==> config.mk <==
export PLATFORM = sky130hd
export DESIGN_NAME = udi_regs
export DESIGN_NICKNAME = d
export VERILOG_FILES = /design/src/udi_regs.v
export VERILOG_INCLUDE_DIRS = /design/src
export SDC_FILE = /design/constraint.sdc
export NUM_CORES = 1
export LEC_CHECK = 0
export ABC_AREA = 1
export BUFFER_PORTS_ARGS = -buffer_cell sky130_fd_sc_hd__buf_2
export CORE_ASPECT_RATIO = 1.4
export CORE_MARGIN = 2
export CORE_UTILIZATION = 30
export CTS_CLUSTER_DIAMETER = 40
export DETAILED_ROUTE_END_ITERATION = 12
export PLACE_DENSITY = 0.62
export SETUP_SLACK_MARGIN = 0.02
export SLEW_MARGIN = 40
export SYNTH_ARGS = -nofsm -noshare
export SYNTH_HDL_FRONTEND = slang
export SYNTH_SLANG_ARGS = --single-unit
==> constraint.sdc <==
create_clock -name aclk -period 2.5 [get_ports aclk]
set_clock_uncertainty 0.15 [all_clocks]
set_input_delay 0.25 -clock aclk [delete_from_list [all_inputs] [get_ports aclk]]
set_output_delay 0.25 -clock aclk [all_outputs]
set_load 0.02 [all_outputs]
==> src/udi_defs.vh <==
// register map, field positions and reset values of the serial port data and irq registers
`ifndef UDI_DEFS_VH
`define UDI_DEFS_VH
`define UDI_ADDR_DATA      32'h4000_5000
`define UDI_ADDR_IRQ_EN    32'h4000_5004
`define UDI_ADDR_IRQ_ID    32'h4000_5008
`define UDI_ADDR_LINE_CTL  32'h4000_500c
`define UDI_ADDR_MODEM_CTL 32'h4000_5010
`define UDI_ADDR_LINE_FLG  32'h4000_5014
`define UDI_ADDR_MODEM_FLG 32'h4000_5018
`define UDI_ADDR_SCRATCH   32'h4000_501c
`define UDI_ADDR_FRAC_BAUD 32'h4000_5024
`define UDI_ADDR_BAUD_DIV  32'h4000_5028
`define UDI_RST_ZERO       16'h0000
`define UDI_RST_IRQ_ID     16'h0001
`define UDI_RST_BAUD_DIV   16'h0001
`define UDI_IEN_RX_FULL    0
`define UDI_IEN_TX_EMPTY   1
`define UDI_IEN_RX_LINE    2
`define UDI_IEN_MODEM      3
`define UDI_IEN_TX_DMA     4
`define UDI_IEN_RX_DMA     5
`define UDI_IEN_MASK       16'h003f
`define UDI_CAUSE_MODEM    2'b00
`define UDI_CAUSE_TX_EMPTY 2'b01
`define UDI_CAUSE_RX_FULL  2'b10
`define UDI_CAUSE_RX_LINE  2'b11
`define UDI_LSR_BREAK      4
`define UDI_RESP_OKAY      2'b00
`define UDI_RESP_SLVERR    2'b10
`endif

==> src/udi_regs.v <==
// serial port data, irq enable and irq identification registers behind an axi4-lite slave
//
// The AXI4-Lite slave port was decided locally.
`include "udi_defs.vh"
// Summary of operation
// one address: write loads tx, read returns rx
// tx holds low byte; upper bits read zero
// tx-empty enable raises irq when holding empties
// enabling while already empty interrupts at once
// rx-full enable raises irq on loaded character
// enabling while rx already full interrupts at once
// enable bit 5 gates rx dma request
// enable bit 4 gates tx dma request
// bits 3:0 gate irq sources; 15:6 zero
// modem irq when any modem change flag set
// ident bit 0 low means irq pending
// ident bits 2:1 encode the pending cause
// modem flags read clears modem irq
// tx write, or ident read reporting tx-empty, clears tx-empty irq
// rx buffer read clears rx-full irq
// line flags read clears line irq
// reset: ident 0x0001, all enables zero
// one irq output for every cause
// no break cause while dma is enabled
// overwrite and re-read go undetected
// priority: line, rx full, tx empty, modem
module udi_regs (
   input  wire        aclk,
   input  wire        aresetn,
   input  wire [31:0] s_axi_awaddr,
   input  wire        s_axi_awvalid,
   output wire        s_axi_awready,
   input  wire [31:0] s_axi_wdata,
   input  wire [3:0]  s_axi_wstrb,
   input  wire        s_axi_wvalid,
   output wire        s_axi_wready,
   output reg  [1:0]  s_axi_bresp,
   output reg         s_axi_bvalid,
   input  wire        s_axi_bready,
   input  wire [31:0] s_axi_araddr,
   input  wire        s_axi_arvalid,
   output wire        s_axi_arready,
   output reg  [31:0] s_axi_rdata,
   output reg  [1:0]  s_axi_rresp,
   output reg         s_axi_rvalid,
   input  wire        s_axi_rready,
   input  wire        rx_char_valid,
   input  wire [7:0]  rx_char_data,
   input  wire        tx_load,
   input  wire        tx_shift_empty,
   input  wire [3:0]  line_err_set,
   input  wire [3:0]  modem_delta_set,
   input  wire [3:0]  modem_level,
   output wire [7:0]  tx_hold_byte,
   output wire        tx_hold_full,
   output wire [15:0] line_control,
   output wire [15:0] modem_control,
   output wire [15:0] fractional_baud,
   output wire [15:0] baud_divisor,
   output wire        irq,
   output wire        rx_dma_req,
   output wire        tx_dma_req
);
   reg  [31:0] aw_addr_r;
   reg         aw_got_r;
   reg  [31:0] w_data_r;
   reg  [3:0]  w_strb_r;
   reg         w_got_r;
   reg  [7:0]  tx_byte_r;
   reg         tx_full_r;
   reg         tx_empty_d_r;
   reg         tx_pend_r;
   reg  [7:0]  rx_byte_r;
   reg         rx_full_r;
   reg  [15:0] ien_r;
   reg  [15:0] lcr_r;
   reg  [15:0] mcr_r;
   reg  [15:0] scr_r;
   reg  [15:0] fbr_r;
   reg  [15:0] div_r;
   reg  [3:0]  lerr_r;
   reg  [3:0]  mdelta_r;
   reg  [31:0] rdata_nxt;
   reg  [1:0]  rresp_nxt;
   reg  [15:0] ien_nxt;
   reg  [1:0]  cause;
   wire        aw_hs;
   wire        w_hs;
   wire        ar_hs;
   wire        do_wr;
   wire [31:0] wr_addr;
   wire [31:0] wr_data;
   wire [3:0]  wr_strb;
   wire        wr_hit;
   wire        rd_hit;
   wire        wr_data_reg;
   wire        wr_ien;
   wire        rd_data_reg;
   wire        rd_ident;
   wire        rd_lflags;
   wire        rd_mflags;
   wire        tx_empty;
   wire        dma_mode;
   wire [3:0]  lerr_irq;
   wire        src_line;
   wire        src_rx;
   wire        src_tx;
   wire        src_modem;
   wire        any_src;
   wire [15:0] ident;
   wire [15:0] lsr;
   wire [15:0] msr;

   // handshake outputs are combinational; each channel is taken once per write
   assign s_axi_awready = ~aw_got_r & ~s_axi_bvalid;
   assign s_axi_wready  = ~w_got_r & ~s_axi_bvalid;
   assign s_axi_arready = ~s_axi_rvalid;
   assign aw_hs = s_axi_awvalid & s_axi_awready;
   assign w_hs  = s_axi_wvalid & s_axi_wready;
   assign ar_hs = s_axi_arvalid & s_axi_arready;
   assign do_wr = (aw_got_r | aw_hs) & (w_got_r | w_hs);
   assign wr_addr = aw_got_r ? aw_addr_r : s_axi_awaddr;
   assign wr_data = w_got_r ? w_data_r : s_axi_wdata;
   assign wr_strb = w_got_r ? w_strb_r : s_axi_wstrb;

   // the shared address: writes land in tx holding, reads come from rx buffer
   assign wr_data_reg = do_wr & (wr_addr == `UDI_ADDR_DATA) & wr_strb[0];
   assign wr_ien      = do_wr & (wr_addr == `UDI_ADDR_IRQ_EN);
   assign rd_data_reg = ar_hs & (s_axi_araddr == `UDI_ADDR_DATA);
   assign rd_ident    = ar_hs & (s_axi_araddr == `UDI_ADDR_IRQ_ID);
   assign rd_lflags   = ar_hs & (s_axi_araddr == `UDI_ADDR_LINE_FLG);
   assign rd_mflags   = ar_hs & (s_axi_araddr == `UDI_ADDR_MODEM_FLG);

   assign wr_hit = (wr_addr == `UDI_ADDR_DATA) | (wr_addr == `UDI_ADDR_IRQ_EN) |
                   (wr_addr == `UDI_ADDR_LINE_CTL) | (wr_addr == `UDI_ADDR_MODEM_CTL) |
                   (wr_addr == `UDI_ADDR_SCRATCH) | (wr_addr == `UDI_ADDR_FRAC_BAUD) |
                   (wr_addr == `UDI_ADDR_BAUD_DIV);
   assign rd_hit = (s_axi_araddr == `UDI_ADDR_DATA) | (s_axi_araddr == `UDI_ADDR_IRQ_EN) |
                   (s_axi_araddr == `UDI_ADDR_IRQ_ID) |
                   (s_axi_araddr == `UDI_ADDR_LINE_CTL) |
                   (s_axi_araddr == `UDI_ADDR_MODEM_CTL) |
                   (s_axi_araddr == `UDI_ADDR_LINE_FLG) |
                   (s_axi_araddr == `UDI_ADDR_MODEM_FLG) |
                   (s_axi_araddr == `UDI_ADDR_SCRATCH) |
                   (s_axi_araddr == `UDI_ADDR_FRAC_BAUD) |
                   (s_axi_araddr == `UDI_ADDR_BAUD_DIV);

   assign tx_empty = ~tx_full_r;
   assign dma_mode = ien_r[`UDI_IEN_RX_DMA] | ien_r[`UDI_IEN_TX_DMA];
   // break flag stays visible in the line flags but cannot interrupt under dma
   assign lerr_irq = dma_mode ? (lerr_r & 4'b0111) : lerr_r;

   // the low four enable bits gate the interrupt sources; bits 5:4 reach the line source only through the break mask
   assign src_line  = ien_r[`UDI_IEN_RX_LINE] & (|lerr_irq);
   assign src_rx    = ien_r[`UDI_IEN_RX_FULL] & rx_full_r;
   assign src_tx    = ien_r[`UDI_IEN_TX_EMPTY] & tx_pend_r;
   assign src_modem = ien_r[`UDI_IEN_MODEM] & (|mdelta_r);
   assign any_src   = src_line | src_rx | src_tx | src_modem;

   always @* begin
      if (src_line) begin
         cause = `UDI_CAUSE_RX_LINE;
      end else if (src_rx) begin
         cause = `UDI_CAUSE_RX_FULL;
      end else if (src_tx) begin
         cause = `UDI_CAUSE_TX_EMPTY;
      end else begin
         cause = `UDI_CAUSE_MODEM;
      end
   end

   // cause bits read zero while nothing is pending
   assign ident = {13'h0000, any_src ? cause : 2'b00, ~any_src};
   assign irq   = any_src;

   assign rx_dma_req = ien_r[`UDI_IEN_RX_DMA] & rx_full_r;
   assign tx_dma_req = ien_r[`UDI_IEN_TX_DMA] & tx_empty;

   // line flags: data ready, four error flags, holding empty, shifter empty
   assign lsr = {9'h000, tx_shift_empty & tx_empty, tx_empty, lerr_r, rx_full_r};
   assign msr = {8'h00, modem_level, mdelta_r};

   assign tx_hold_byte    = tx_byte_r;
   assign tx_hold_full    = tx_full_r;
   assign line_control    = lcr_r;
   assign modem_control   = mcr_r;
   assign fractional_baud = fbr_r;
   assign baud_divisor    = div_r;

   always @* begin
      ien_nxt = ien_r;
      if (wr_strb[0]) begin
         ien_nxt[7:0] = wr_data[7:0];
      end
      if (wr_strb[1]) begin
         ien_nxt[15:8] = wr_data[15:8];
      end
      ien_nxt = ien_nxt & `UDI_IEN_MASK;
   end

   always @* begin
      rdata_nxt = 32'h0000_0000;
      rresp_nxt = `UDI_RESP_OKAY;
      case (s_axi_araddr)
         `UDI_ADDR_DATA:      rdata_nxt = {24'h00_0000, rx_byte_r};
         `UDI_ADDR_IRQ_EN:    rdata_nxt = {16'h0000, ien_r};
         `UDI_ADDR_IRQ_ID:    rdata_nxt = {16'h0000, ident};
         `UDI_ADDR_LINE_CTL:  rdata_nxt = {16'h0000, lcr_r};
         `UDI_ADDR_MODEM_CTL: rdata_nxt = {16'h0000, mcr_r};
         `UDI_ADDR_LINE_FLG:  rdata_nxt = {16'h0000, lsr};
         `UDI_ADDR_MODEM_FLG: rdata_nxt = {16'h0000, msr};
         `UDI_ADDR_SCRATCH:   rdata_nxt = {16'h0000, scr_r};
         `UDI_ADDR_FRAC_BAUD: rdata_nxt = {16'h0000, fbr_r};
         `UDI_ADDR_BAUD_DIV:  rdata_nxt = {16'h0000, div_r};
         default:             rresp_nxt = `UDI_RESP_SLVERR;
      endcase
   end

   // bus channel capture and responses
   always @(posedge aclk) begin
      if (!aresetn) begin
         aw_addr_r    <= 32'h0000_0000;
         aw_got_r     <= 1'b0;
         w_data_r     <= 32'h0000_0000;
         w_strb_r     <= 4'h0;
         w_got_r      <= 1'b0;
         s_axi_bvalid <= 1'b0;
         s_axi_bresp  <= `UDI_RESP_OKAY;
         s_axi_rvalid <= 1'b0;
         s_axi_rdata  <= 32'h0000_0000;
         s_axi_rresp  <= `UDI_RESP_OKAY;
      end else begin
         if (do_wr) begin
            aw_got_r     <= 1'b0;
            w_got_r      <= 1'b0;
            s_axi_bvalid <= 1'b1;
            s_axi_bresp  <= wr_hit ? `UDI_RESP_OKAY : `UDI_RESP_SLVERR;
         end else begin
            if (aw_hs) begin
               aw_addr_r <= s_axi_awaddr;
               aw_got_r  <= 1'b1;
            end
            if (w_hs) begin
               w_data_r <= s_axi_wdata;
               w_strb_r <= s_axi_wstrb;
               w_got_r  <= 1'b1;
            end
            if (s_axi_bvalid && s_axi_bready) begin
               s_axi_bvalid <= 1'b0;
            end
         end
         if (ar_hs) begin
            s_axi_rvalid <= 1'b1;
            s_axi_rdata  <= rdata_nxt;
            s_axi_rresp  <= rd_hit ? `UDI_RESP_OKAY : `UDI_RESP_SLVERR;
         end else if (s_axi_rvalid && s_axi_rready) begin
            s_axi_rvalid <= 1'b0;
         end
      end
   end

   // irq enable, scratch, and plain storage registers handed to the shifter and baud logic
   always @(posedge aclk) begin
      if (!aresetn) begin
         ien_r <= `UDI_RST_ZERO;
         lcr_r <= `UDI_RST_ZERO;
         mcr_r <= `UDI_RST_ZERO;
         scr_r <= `UDI_RST_ZERO;
         fbr_r <= `UDI_RST_ZERO;
         div_r <= `UDI_RST_BAUD_DIV;
      end else if (do_wr) begin
         if (wr_ien) begin
            ien_r <= ien_nxt;
         end
         if (wr_addr == `UDI_ADDR_LINE_CTL) begin
            lcr_r <= {wr_strb[1] ? wr_data[15:8] : lcr_r[15:8],
                      wr_strb[0] ? wr_data[7:0] : lcr_r[7:0]};
         end
         if (wr_addr == `UDI_ADDR_MODEM_CTL) begin
            mcr_r <= {wr_strb[1] ? wr_data[15:8] : mcr_r[15:8],
                      wr_strb[0] ? wr_data[7:0] : mcr_r[7:0]};
         end
         if (wr_addr == `UDI_ADDR_SCRATCH) begin
            scr_r <= {wr_strb[1] ? wr_data[15:8] : scr_r[15:8],
                      wr_strb[0] ? wr_data[7:0] : scr_r[7:0]};
         end
         if (wr_addr == `UDI_ADDR_FRAC_BAUD) begin
            fbr_r <= {wr_strb[1] ? wr_data[15:8] : fbr_r[15:8],
                      wr_strb[0] ? wr_data[7:0] : fbr_r[7:0]};
         end
         if (wr_addr == `UDI_ADDR_BAUD_DIV) begin
            div_r <= {wr_strb[1] ? wr_data[15:8] : div_r[15:8],
                      wr_strb[0] ? wr_data[7:0] : div_r[7:0]};
         end
      end
   end

   // transmit holding: a write while full silently replaces the byte
   always @(posedge aclk) begin
      if (!aresetn) begin
         tx_byte_r    <= 8'h00;
         tx_full_r    <= 1'b0;
         tx_empty_d_r <= 1'b1;
         tx_pend_r    <= 1'b0;
      end else begin
         tx_empty_d_r <= tx_empty;
         if (wr_data_reg) begin
            tx_byte_r <= wr_data[7:0];
            tx_full_r <= 1'b1;
         end else if (tx_load) begin
            tx_full_r <= 1'b0;
         end
         // a fresh empty edge, or enabling while empty, wins over any clear
         if ((tx_empty && !tx_empty_d_r) ||
             (wr_ien && ien_nxt[`UDI_IEN_TX_EMPTY] &&
              !ien_r[`UDI_IEN_TX_EMPTY] && tx_empty)) begin
            tx_pend_r <= 1'b1;
         end else if (wr_data_reg ||
                      (rd_ident && any_src && cause == `UDI_CAUSE_TX_EMPTY)) begin
            tx_pend_r <= 1'b0;
         end
      end
   end

   // receive buffer: a read of an old byte returns it again
   always @(posedge aclk) begin
      if (!aresetn) begin
         rx_byte_r <= 8'h00;
         rx_full_r <= 1'b0;
      end else if (rx_char_valid) begin
         rx_byte_r <= rx_char_data;
         rx_full_r <= 1'b1;
      end else if (rd_data_reg) begin
         rx_full_r <= 1'b0;
      end
   end

   // sticky line and modem flags; a new event in the clearing read survives
   always @(posedge aclk) begin
      if (!aresetn) begin
         lerr_r   <= 4'h0;
         mdelta_r <= 4'h0;
      end else begin
         lerr_r   <= (rd_lflags ? 4'h0 : lerr_r) | line_err_set;
         mdelta_r <= (rd_mflags ? 4'h0 : mdelta_r) | modem_delta_set;
      end
   end
endmodule // udi_regs

==> results.toml <==
[status]
outcome = "complete, no violations"

[clocking]
tritoncts = "built"
cts_root_buf = "sky130_fd_sc_hd__clkbuf_16"
cts-htree-levels = 4
worst_skew_pair.late_latency_ns = 0.44
max_buffers_root_to_sink = 2
clock_sinks = 186
numCtsBuffers = 17
clkSlewWorstSetupHoldPaths_ns = 0.07

[yosys]
post-synth-top-count-cell = "sky130_fd_sc_hd__nand2_1"
ys_async_sr_fraction_pct = 0
postSynthAreaPerCell_sq_um = 6.72
mapped_cell_area_sq_um = 9080
count_of_cell_types_in_the_netlist = 41
fraction_of_post_synthesis_cell_area_in_the_top_cell_type_by_area_pct = 41.0
synth-edff-count = 0
netlist_instances = 1351
synth_ff_type = "sky130_fd_sc_hd__dfxtp_1"
register_area_share_after_synthesis_pct = 41.0
yosys_register_bits = 186
ys_top_cells_by_count = "317 x sky130_fd_sc_hd__nand2_1, 232 x sky130_fd_sc_hd__nor2_1, 186 x sky130_fd_sc_hd__dfxtp_1, 117 x sky130_fd_sc_hd__a21oi_1, 112 x sky130_fd_sc_hd__nand3_1"
synth_area_leaders = "sky130_fd_sc_hd__dfxtp_1 41%, sky130_fd_sc_hd__nand2_1 13%, sky130_fd_sc_hd__nor2_1 9.6%"
yosys_warnings = 0
synth_area_leader_cell = "sky130_fd_sc_hd__dfxtp_1"

[worst_setup_path]
end_kind = "flop"
crit_top_cell = "sky130_fd_sc_hd__nand2_1"
crit_start = "s_axi_awaddr[22]"
critical_path.max_fanout = 8
worst_flop_to_flop_path_startpoint = "aw_got_r$_SDFFE_PP0P_"
cp_top_family = "simple AND/OR/NAND/NOR gates"
timing.critical_path.cells = "dlygate4sd3_1 -> buf_2 -> or2_1 -> nor2_1 -> nand2_1 -> nand2_1 -> nand2_1 -> inv_1 -> nand3_2 -> nor2_4 -> inv_1 -> o21ai_0 -> nor2_1"
critPathSlowestCell = "sky130_fd_sc_hd__dlygate4sd3_1"
crit_required_ns = 2.68
crit_buf_inv = 4
biggest_cell_delay_along_the_critical_path_ns = 0.56
critical_path_class = "input port to flop"
cp-start-kind = "input port"
arrival_ns = 2.42

[finish]
antenna_cells = 0
combined_area_of_the_multi_input_logic_cells_sq_um = 4660
post-route-cell-area_sq_um = 12000
drive_above_1_share_pct = 21.0
layout.filler_cells = 3159
nets = 1769
utilization_pct = 39.9
area_growth_syn_to_layout_pct = 31.6
seq_area_sq_um = 3720

[placed_design]
placement.io_buffers = 210
globalplace.congestion = 0.933
place.detailed.hpwl_mm = 23.6
detailed_place.area_sq_um = 10600

[timing]
setup_violations = 0
totalNegativeSetupSlack_ns = 0
maxSlewViolCount = 0
worstMarginPinSlew_ns = 0.599
rsz0062_at_grt = "no"
finalHoldViolations = 0
fin_crit_sh_pct = 89.9
worst_hold_slack_ns = 0.0345
final_critical_period_ns = 2.25
timing.max_slew.rel_slack_pct = 59.6
maxClockFrequency_mhz = 445

[floorplan]
area_of_the_die_sq_um = 31700
dieWidth_microns = 151
floorplan.io_pins = 247
die_height_microns = 210
core_area_sq_um = 29900
initial_core_util_pct = 30.3
rows = 75

[pwr]
finalPower_mw = 7.23
irDropWorstVdd_uv = 508
static-leakage-power_nw = 5.48
power.density_cell_area_nw_per_um2 = 605

[drt]
drtAntennaViolNets = 0
drt-wirelength-per-cell_microns = 15.1
detail_route.wirelength_mm = 30.8
num_vias = 9578
avgViaCountPerCell = 4.71
drt_pre_antenna_iters = 7
post-route-drc-count = 0
drt_iter0_drc = 559

[min_path]
hold_path.startpoint = "s_axi_awaddr[31]"
hold_path_class = "input port to flop"

[flow_run]
cap_violations = 0

[grt]
grt_overflow = 0
total_routing_usage_gr_pct = 19.3
largest_net_degree_at_the_start_of_global_routing = 65
antenna_found_initial = 0
number_of_global_route_vias_before_repair = 9022
grt_first_pass_wirelength_mm = 47.8
## timing repair
item | in CTS | in global routing
hold buffers | 71 | 0
setup buffers | 0 | 0
gates resized for setup | 0 | 0
hold endpoints to repair | 67 | 0
## worst min-delay path: cells and delay by family
family | cells | cell delay (ns)
AO/OA/AOI/OAI | 2 | 0.20
buffers and inverters | 1 | 0.13
## layer usage
layer | vias up | GRT usage, % | share of wire, %
met5 | - | 0 | 0
met4 | 0 | 8.02 | 3.3
met3 | 49 | 4.26 | 6.2
met2 | 300 | 34.0 | 50
met1 | 4322 | 22.5 | 41
li1 | 4907 | - | -
## metrics by stage
| stage | std cells | worst slack (ns) |
|---|---|---|
| 6_report | 2035 | 0.253 |
| 4_1_cts | 2035 | 0.281 |
| 3_5_place_dp | 1934 | 0.299 |
| 2_1_floorplan | 1368 | 0.431 |
| 5_1_grt | 2035 | 0.0318 |
| 3_3_place_gp | 1934 | 0.327 |
## cells by family after synthesis
| family | share of synthesized area (%) |
|---|---|
| AND/OR/NAND/NOR | 36.1 |
| flip-flops | 41.0 |
| other | 0.0413 |
| AO/OA/AOI/OAI | 14.2 |
| multiplexers | 0.220 |
| buffers and inverters | 8.39 |
## area by class of cell
type,instances,share of cell area (%)
Clock inverter,10,1.18
Clock buffer,20,3.90
Timing Repair Buffer,319,17.4
Inverter,104,3.29
Tap cell,385,4.03
Sequential cell,186,31.1
Multi-Input combinational cell,1011,39.0
## flip-flops by register name (all words and copies together) (netlist names), 8 cells and up
name	cells
aw_addr_r	32
baud_divisor	16
fractional_baud	16
line_control	16
modem_control	16
rx_byte_r	8
s_axi_rdata	16
scr_r	16
tx_hold_byte	8
w_data_r	16
## worst paths after layout
path,endpoint,slack [ns],cells past startpoint
hold reg to reg,tx_hold_byte[7]$_SDFFE_PN0P_,0.29,2
setup / recovery,scr_r[6]$_SDFFE_PN0P_,0.25,13
setup reg to reg,scr_r[6]$_SDFFE_PN0P_,0.28,13
hold / removal,aw_addr_r[31]$_SDFFE_PN0P_,0.03,3
## report_power, final
part	leakage, nW	internal (mW)	switching [mW]	total [mW]
Sequential	1.51	3.13	0.0880	3.22
Clock	0.295	1.65	1.18	2.82
Combinational	3.68	0.415	0.772	1.19
## cell usage in the layout, fill, tap and decap left out, drive strengths merged
master       instances
inv                104
clkinv               5
bufinv               3
a21oi              118
nor3                19
nand2              332
dlygate4sd3         71
or2                  6
nand3              115
buf                248
and2                 1
nand4                8
o211ai               1
o21a                 1
nor4                 2
nand3b               6
conb                18
nor2               251
clkbuf              20
o21ai              129
clkinvlp             2
mux2i                2
dfxtp              186
o211a                1
o22ai                1
Power figures use the tool's default switching activity.
